File: src/common/pirq_defs.vh
/*
  Constants for the port input interrupt block: register offsets, field
  positions, reset values and filter timing.
  Assumes inclusion by its bare name from the design files.
*/
`ifndef PIRQ_DEFS_VH
`define PIRQ_DEFS_VH

`define PIRQ_ADDR_W 16
`define PIRQ_P0_IRQ_ENABLE 16'h5205
`define PIRQ_P0_IRQ_EDGE_SELECT 16'h5206
`define PIRQ_P0_IRQ_FLAGS 16'h5207
`define PIRQ_P0_DEBOUNCE_CTRL 16'h5208
`define PIRQ_P1_IRQ_ENABLE 16'h5215
`define PIRQ_P1_IRQ_EDGE_SELECT 16'h5216
`define PIRQ_P1_IRQ_FLAGS 16'h5217
`define PIRQ_P1_DEBOUNCE_CTRL 16'h5218

`define PIRQ_LOW_TIME_LSB 0
`define PIRQ_HIGH_TIME_LSB 4
`define PIRQ_TIME_W 3
`define PIRQ_DEBOUNCE_MASK 8'h77

`define PIRQ_RST_ENABLE 8'h00
`define PIRQ_RST_EDGE 8'h00
`define PIRQ_RST_FLAGS 8'h00
`define PIRQ_RST_DEBOUNCE 8'h00

`define PIRQ_TICK_PERIODS 256
`define PIRQ_TICK_W 8
`define PIRQ_SCALER_W 7

`endif

File: src/pirq_port_irq.v
/*
  Edge-triggered input interrupts for two 8-pin key ports with a debounce
  filter per four-pin group, plus the register slave for their control.
  Assumes asynchronous pin inputs, a 200 MHz clock and a simple strobe bus.
*/
`timescale 1ns/1ps
`include "pirq_defs.vh"

module pirq_port_irq #(
  parameter PINS = 8
) (
  input wire clk,
  input wire sys_rst,
  input wire [`PIRQ_ADDR_W-1:0] bus_addr,
  input wire [7:0] bus_wdata,
  input wire bus_wr,
  input wire bus_rd,
  output reg [7:0] bus_rdata,
  input wire [PINS-1:0] port0_pin,
  input wire [PINS-1:0] port1_pin,
  output reg port0_irq,
  output reg port1_irq
);

  reg [PINS-1:0] p0_sync1_q;
  reg [PINS-1:0] p0_sync2_q;
  reg [PINS-1:0] p1_sync1_q;
  reg [PINS-1:0] p1_sync2_q;
  reg [PINS-1:0] p0_enable_q;
  reg [PINS-1:0] p1_enable_q;
  reg [PINS-1:0] port0_irq_edge_select_q;
  reg [PINS-1:0] port1_irq_edge_select_q;
  reg [PINS-1:0] p0_flags_q;
  reg [PINS-1:0] p1_flags_q;
  reg [7:0] p0_debounce_q;
  reg [7:0] p1_debounce_q;
  reg [PINS-1:0] p0_prev_q;
  reg [PINS-1:0] p1_prev_q;
  reg [`PIRQ_TICK_W-1:0] prescale_q;
  reg [`PIRQ_SCALER_W-1:0] tick_count_q;
  reg tick_q;
  wire [PINS-1:0] p0_filt;
  wire [PINS-1:0] p1_filt;
  wire [PINS-1:0] p0_event;
  wire [PINS-1:0] p1_event;
  wire [PINS-1:0] p0_flags_d;
  wire [PINS-1:0] p1_flags_d;

  function [PINS-1:0] edge_hit;
    input [PINS-1:0] now;
    input [PINS-1:0] prev;
    input [PINS-1:0] falling;
    begin
      edge_hit = (falling & prev & ~now) | (~falling & ~prev & now);
    end
  endfunction

  function write_hit;
    input [`PIRQ_ADDR_W-1:0] addr;
    input [`PIRQ_ADDR_W-1:0] target;
    input wr;
    begin
      write_hit = wr & (addr == target);
    end
  endfunction

  // Two-stage synchronisers for the pin inputs
  always @(posedge clk)
  begin
    if (sys_rst)
    begin
      p0_sync1_q <= {PINS{1'b0}};
      p0_sync2_q <= {PINS{1'b0}};
      p1_sync1_q <= {PINS{1'b0}};
      p1_sync2_q <= {PINS{1'b0}};
    end
    else
    begin
      p0_sync1_q <= port0_pin;
      p0_sync2_q <= p0_sync1_q;
      p1_sync1_q <= port1_pin;
      p1_sync2_q <= p1_sync1_q;
    end
  end

  // One shared base tick of 256 periods; longer check times count ticks
  always @(posedge clk)
  begin
    if (sys_rst)
    begin
      prescale_q <= 8'h00;
      tick_count_q <= 7'h00;
      tick_q <= 1'b0;
    end
    else
    begin
      prescale_q <= prescale_q + 8'h01;
      tick_q <= (prescale_q == 8'hff);
      if (tick_q)
        tick_count_q <= tick_count_q + 7'h01;
    end
  end

  pirq_filter #(.WIDTH(4)) u_p0_low (
    .clk(clk),
    .sys_rst(sys_rst),
    .tick(tick_q),
    .tick_count(tick_count_q),
    .time_code(p0_debounce_q[2:0]),
    .pin_in(p0_sync2_q[3:0]),
    .pin_out(p0_filt[3:0])
  );

  pirq_filter #(.WIDTH(4)) u_p0_high (
    .clk(clk),
    .sys_rst(sys_rst),
    .tick(tick_q),
    .tick_count(tick_count_q),
    .time_code(p0_debounce_q[6:4]),
    .pin_in(p0_sync2_q[7:4]),
    .pin_out(p0_filt[7:4])
  );

  pirq_filter #(.WIDTH(4)) u_p1_low (
    .clk(clk),
    .sys_rst(sys_rst),
    .tick(tick_q),
    .tick_count(tick_count_q),
    .time_code(p1_debounce_q[2:0]),
    .pin_in(p1_sync2_q[3:0]),
    .pin_out(p1_filt[3:0])
  );

  pirq_filter #(.WIDTH(4)) u_p1_high (
    .clk(clk),
    .sys_rst(sys_rst),
    .tick(tick_q),
    .tick_count(tick_count_q),
    .time_code(p1_debounce_q[6:4]),
    .pin_in(p1_sync2_q[7:4]),
    .pin_out(p1_filt[7:4])
  );

  // Previous filtered level; reset to zero like the filter, so a pin held
  // high through reset still gives a rising edge just after reset
  always @(posedge clk)
  begin
    if (sys_rst)
    begin
      p0_prev_q <= {PINS{1'b0}};
      p1_prev_q <= {PINS{1'b0}};
    end
    else
    begin
      p0_prev_q <= p0_filt;
      p1_prev_q <= p1_filt;
    end
  end

  assign p0_event = edge_hit(p0_filt, p0_prev_q, port0_irq_edge_select_q);
  assign p1_event = edge_hit(p1_filt, p1_prev_q, port1_irq_edge_select_q);

  // New edge wins over a clear in the same cycle
  assign p0_flags_d = p0_event |
    (p0_flags_q & ~(write_hit(bus_addr, `PIRQ_P0_IRQ_FLAGS, bus_wr) ? bus_wdata : 8'h00));
  assign p1_flags_d = p1_event |
    (p1_flags_q & ~(write_hit(bus_addr, `PIRQ_P1_IRQ_FLAGS, bus_wr) ? bus_wdata : 8'h00));

  always @(posedge clk)
  begin
    if (sys_rst)
    begin
      p0_enable_q <= `PIRQ_RST_ENABLE;
      p1_enable_q <= `PIRQ_RST_ENABLE;
      port0_irq_edge_select_q <= `PIRQ_RST_EDGE;
      port1_irq_edge_select_q <= `PIRQ_RST_EDGE;
      p0_flags_q <= `PIRQ_RST_FLAGS;
      p1_flags_q <= `PIRQ_RST_FLAGS;
      p0_debounce_q <= `PIRQ_RST_DEBOUNCE;
      p1_debounce_q <= `PIRQ_RST_DEBOUNCE;
    end
    else
    begin
      p0_flags_q <= p0_flags_d;
      p1_flags_q <= p1_flags_d;
      if (write_hit(bus_addr, `PIRQ_P0_IRQ_ENABLE, bus_wr))
        p0_enable_q <= bus_wdata;
      if (write_hit(bus_addr, `PIRQ_P1_IRQ_ENABLE, bus_wr))
        p1_enable_q <= bus_wdata;
      if (write_hit(bus_addr, `PIRQ_P0_IRQ_EDGE_SELECT, bus_wr))
        port0_irq_edge_select_q <= bus_wdata;
      if (write_hit(bus_addr, `PIRQ_P1_IRQ_EDGE_SELECT, bus_wr))
        port1_irq_edge_select_q <= bus_wdata;
      if (write_hit(bus_addr, `PIRQ_P0_DEBOUNCE_CTRL, bus_wr))
        p0_debounce_q <= bus_wdata & `PIRQ_DEBOUNCE_MASK;
      if (write_hit(bus_addr, `PIRQ_P1_DEBOUNCE_CTRL, bus_wr))
        p1_debounce_q <= bus_wdata & `PIRQ_DEBOUNCE_MASK;
    end
  end

  // Requests go out registered, together with the flag they follow;
  // port 0 feeds vector 4 and port 1 vector 5 at the controller
  always @(posedge clk)
  begin
    if (sys_rst)
    begin
      port0_irq <= 1'b0;
      port1_irq <= 1'b0;
    end
    else
    begin
      port0_irq <= |(p0_flags_d & p0_enable_q);
      port1_irq <= |(p1_flags_d & p1_enable_q);
    end
  end

  // Read data one cycle after the strobe, zero otherwise and when unmapped
  always @(posedge clk)
  begin
    if (sys_rst)
      bus_rdata <= 8'h00;
    else if (bus_rd)
    begin
      case (bus_addr)
        `PIRQ_P0_IRQ_ENABLE: bus_rdata <= p0_enable_q;
        `PIRQ_P0_IRQ_EDGE_SELECT: bus_rdata <= port0_irq_edge_select_q;
        `PIRQ_P0_IRQ_FLAGS: bus_rdata <= p0_flags_q;
        `PIRQ_P0_DEBOUNCE_CTRL: bus_rdata <= p0_debounce_q;
        `PIRQ_P1_IRQ_ENABLE: bus_rdata <= p1_enable_q;
        `PIRQ_P1_IRQ_EDGE_SELECT: bus_rdata <= port1_irq_edge_select_q;
        `PIRQ_P1_IRQ_FLAGS: bus_rdata <= p1_flags_q;
        `PIRQ_P1_DEBOUNCE_CTRL: bus_rdata <= p1_debounce_q;
        default: bus_rdata <= 8'h00;
      endcase
    end
    else
      bus_rdata <= 8'h00;
  end

endmodule // pirq_port_irq

File: src/pirq_filter.v
/*
  Debounce filter for one group of four pins sharing a check time.
  Assumes synchronised inputs and a common tick every 256 clock periods.
*/
`timescale 1ns/1ps
`include "pirq_defs.vh"

module pirq_filter #(
  parameter WIDTH = 4
) (
  input wire clk,
  input wire sys_rst,
  input wire tick,
  input wire [`PIRQ_SCALER_W-1:0] tick_count,
  input wire [`PIRQ_TIME_W-1:0] time_code,
  input wire [WIDTH-1:0] pin_in,
  output reg [WIDTH-1:0] pin_out
);

  reg [WIDTH-1:0] sample_q;
  reg sample_en;

  // A sample is taken once per check time; code 1 samples on every tick
  always @*
  begin
    case (time_code)
      3'h1: sample_en = tick;
      3'h2: sample_en = tick & (tick_count[0] == 1'b1);
      3'h3: sample_en = tick & (tick_count[1:0] == 2'h3);
      3'h4: sample_en = tick & (tick_count[2:0] == 3'h7);
      3'h5: sample_en = tick & (tick_count[3:0] == 4'hf);
      3'h6: sample_en = tick & (tick_count[4:0] == 5'h1f);
      3'h7: sample_en = tick & (tick_count[5:0] == 6'h3f);
      default: sample_en = 1'b0;
    endcase
  end

  // Level accepted when two successive samples agree: it persisted at
  // least one and at most two check times, shorter pulses are dropped.
  // Judged pin by pin, so a bouncing neighbour cannot hold back a steady pin
  always @(posedge clk)
  begin
    if (sys_rst)
    begin
      sample_q <= {WIDTH{1'b0}};
      pin_out <= {WIDTH{1'b0}};
    end
    else if (time_code == 3'h0)
    begin
      sample_q <= pin_in;
      pin_out <= pin_in;
    end
    else if (sample_en)
    begin
      sample_q <= pin_in;
      pin_out <= (pin_out & (sample_q | pin_in)) | (sample_q & pin_in);
    end
  end

endmodule // pirq_filter

File: config.mk
export PLATFORM = sky130hd
export DESIGN_NAME = pirq_port_irq
export DESIGN_NICKNAME = d
export VERILOG_FILES = /design/src/pirq_port_irq.v /design/src/pirq_filter.v
export VERILOG_INCLUDE_DIRS = /design/src /design/src/common
export SDC_FILE = /design/constraint.sdc
export NUM_CORES = 1
export LEC_CHECK = 0
export BUFFER_PORTS_ARGS = -buffer_cell sky130_fd_sc_hd__buf_2
export CORE_MARGIN = 2
export CORE_UTILIZATION = 59
export DETAILED_ROUTE_END_ITERATION = 10
export GPL_ROUTABILITY_DRIVEN = 0
export PLACE_DENSITY = 0.78
export SLEW_MARGIN = 40
export SYNTH_ARGS = -nofsm -noshare
export SYNTH_HDL_FRONTEND = slang
export SYNTH_SLANG_ARGS = --single-unit
File: constraint.sdc
create_clock -name clk -period 2.9 [get_ports clk]
set_input_delay 0.58 -clock clk [delete_from_list [all_inputs] [get_ports clk]]
set_output_delay 0.58 -clock clk [all_outputs]
set_load 0.05 [all_outputs]
==> results_dict.tcl <==
set metrics [dict create \
    finalSetupTns_ns 0 \
    grt_pass1_vias 6055 \
    arrival_ns 2.84 \
    synth_top_flop_cell "dfxtp_1" \
    antenna_left 0 \
    post-place-cells 969 \
    rr_worst_depth 8 \
    cp-start-kind "flip-flop" \
    path_buf_inv 0 \
    cp-end-kind "flip-flop" \
    cp_top_family "compound AO/OA/AOI/OAI gates" \
    path_max_fanout 12 \
    syn_inst 796 \
    first_pass_iters 9 \
    cts_resized 0 \
    r2r_start "tick_count_q[0]" \
    synthArstFlopShare 0 \
    crit_type "reg -> reg" \
    cts_setup_buffers 0 \
    final_nets 889 \
    power_mw 4.82 \
    floorplan.rows 40 \
    finalClockSkew_ns 0.00891 \
    diodes 0 \
    num_vias 6397 \
    worst_pin_slew_ns 0.594 \
    gr-total-overflow 0 \
    hold_viol 0 \
    die_height_um 115 \
    synth.largest_area_cell "dfxtp_1" \
    synth_enable_flop_cells 0 \
    yosys.area.top_type_share 0.454 \
    post-dp-hpwl_mm 12.5 \
    root_buffer "clkbuf_16" \
    dieArea_um2 13200 \
    drc 0 \
    yosysWarnings 0 \
    p_leak_nw 3.15 \
    synth_area_um2 7280 \
    synth_nets 844 \
    htreeDepth 4 \
    ys_seq_elements 165 \
    max_slew_margin 0.603 \
    io-pin-count 54 \
    slowest_stage "o32a_1" \
    min_path_type "in -> reg" \
    worstSkewPairLatency_ns 0.42 \
    synth_seq_area_share 0.454 \
    synth_area_leaders "dfxtp_1 45%, mux2i_1 7.4%, nor2b_1 4.4%" \
    max_cap_violations 0 \
    period_share 0.883 \
    synth_most_common_cell "dfxtp_1" \
    grt_first_pass_wirelength_mm 29.2 \
    r2r_slack_ns 0.34 \
    grt_usage 0.279 \
    via_per_inst 6.40 \
    max_freq_ghz 0.390 \
    postSynthAreaPerCell_um2 9.14 \
    worstHoldStart "port0_pin[6]" \
    ir_drop_uv 413 \
    multiInputGateArea_um2 3740 \
    crit_start "tick_count_q[0]" \
    avgRoutedWirePerCell_um 18.0 \
    dr.first_iter.drc_count 654 \
    die_w_um 115 \
    r2r-end "u_p0_low.pin_out[2]" \
    cpPeakStageDelay_ns 0.50 \
    syn2layout_area_growth_pct 14.2 \
    instances_no_fill 1000 \
    rsz0062_at_grt "false" \
    min_period_ns 2.56 \
    setup_viol 0 \
    grt_max_degree 71 \
    power-per-cell-area_nw_per_um2 580 \
    cts_tree "yes" \
    hold_depth 2 \
    synth_cell_type_count 71 \
    path_cells "ha_1 -> and3_1 -> ha_1 -> mux2i_1 -> o21ai_0 -> o32a_1 -> a21oi_1 -> a2111oi_0" \
    netlist_top_cells_count "165 x dfxtp_1, 84 x nor2_1, 60 x nand2_1" \
    cp_data_required_time_ns 3.18 \
    drive_gt1_frac 0.138 \
    path_common_cell "ha_1" \
    cts_buffer_depth 2 \
    cts_num_sinks 165 \
    postCtsHoldBufs 0 \
    clk_pin_slew_ns 0.06 \
    cts_buffers 17 \
    portBuffers 53 \
    final.fill_count 939 \
    grt_antenna_before_repair 0 \
    maxSlewViolCount 0 \
    core_um2 12000 \
    routed_wl_mm 18.0 \
    hold_end "p0_sync1_q[6]" \
    start_util 0.606 \
    seq_area_um2 3300 \
    status "complete, no violations" \
]
-- placed cells by master, fill, tap and decap left out, types with 6 or more instances in the layout --
cell and count:
a31oi_1 9, nor3b_1 10, nand2b_1 19, nor2b_1 51, nor3_1 22, nand2_1 60
nand4_1 12, inv_1 14, buf_4 17, a22oi_1 9, o21ai_0 22, a211oi_1 7
and3b_1 9, a222oi_1 8, a221oi_1 6, mux2i_1 54, a2111oi_0 12, a21boi_0 11
clkbuf_16 17, a22o_1 9, or3_1 8, nand3_1 22, dfxtp_1 165, buf_2 52
a21oi_1 32, nor2_1 84, o31ai_1 7
-- metal layers --
layer / share of wire / vias up / GRT usage / routed length, µm
met5: 0 / - / 0 / 0
met4: 0.038 / 0 / 0.139 / 688
met3: 0.075 / 65 / 0.0669 / 1360
met2: 0.48 / 328 / 0.462 / 8610
li1: - / 2987 / - / -
met1: 0.41 / 3017 / 0.339 / 7350
-- power breakdown --
| part | switching [mW] | total, mW | internal, mW |
|---|---|---|---|
| sequential | 0.0224 | 2.32 | 2.30 |
| combinational | 0.104 | 0.172 | 0.0677 |
| clock | 0.898 | 2.32 | 1.43 |
| total | 1.02 | 4.82 | 3.80 |
-- area by class of cell --
cell class | count | area share
clock buffer | 21 | 0.0566
multi-input combinational | 573 | 0.451
inverter | 14 | 0.00633
timing repair buffer | 70 | 0.0491
sequential | 165 | 0.398
tap | 147 | 0.0221
clock inverter | 10 | 0.0175
-- worst register-to-register path: cells and delay by family (launching register included) --
| family | cells | cell delay (ns) |
|---|---|---|
| and+or+nand+nor | 1 | 0.19 |
| muxes | 1 | 0.09 |
| DFF | 1 | 0.42 |
| AOI/OAI and AO/OA | 4 | 1.17 |
| adders and majority gates | 2 | 0.54 |
-- cells by family after synthesis --
logic type               Yosys count  share of synthesized area
AND/OR/NAND/NOR                  337                      0.253
AO/OA/AOI/OAI                    171                      0.171
flip-flops                       165                      0.454
buffers and inverters             58                     0.0315
multiplexers                      56                     0.0774
XOR/XNOR                           5                    0.00602
adder cells (fa/ha/maj)            4                    0.00688
-- stage by stage --
stage	area (µm²)	util	hold slack (ns)	setup WS, ns
5_1_grt	8310	0.692	0.368	0.0341
3_5_place_dp	7690	0.640	0.423	0.384
4_1_cts	8310	0.692	0.355	0.328
6_report	8310	0.692	0.364	0.339
3_3_place_gp	7690	0.640	0.418	0.420
2_1_floorplan	7280	-	0.414	0.577
-- how the worst max path moves through the flow --
stage | to | slack (ns) | cells past startpoint
floorplan | port1_irq_edge_select_q[0] | 0.58 | 6
finish | u_p0_low.pin_out[2] | 0.34 | 8
global route | u_p0_low.pin_out[2] | 0.03 | 8
detailed placement | u_p0_low.pin_out[2] | 0.38 | 8
global placement | port0_irq_edge_select_q[2] | 0.42 | 6
CTS | u_p0_low.pin_out[2] | 0.33 | 8
(Power assumes the default switching activity.)
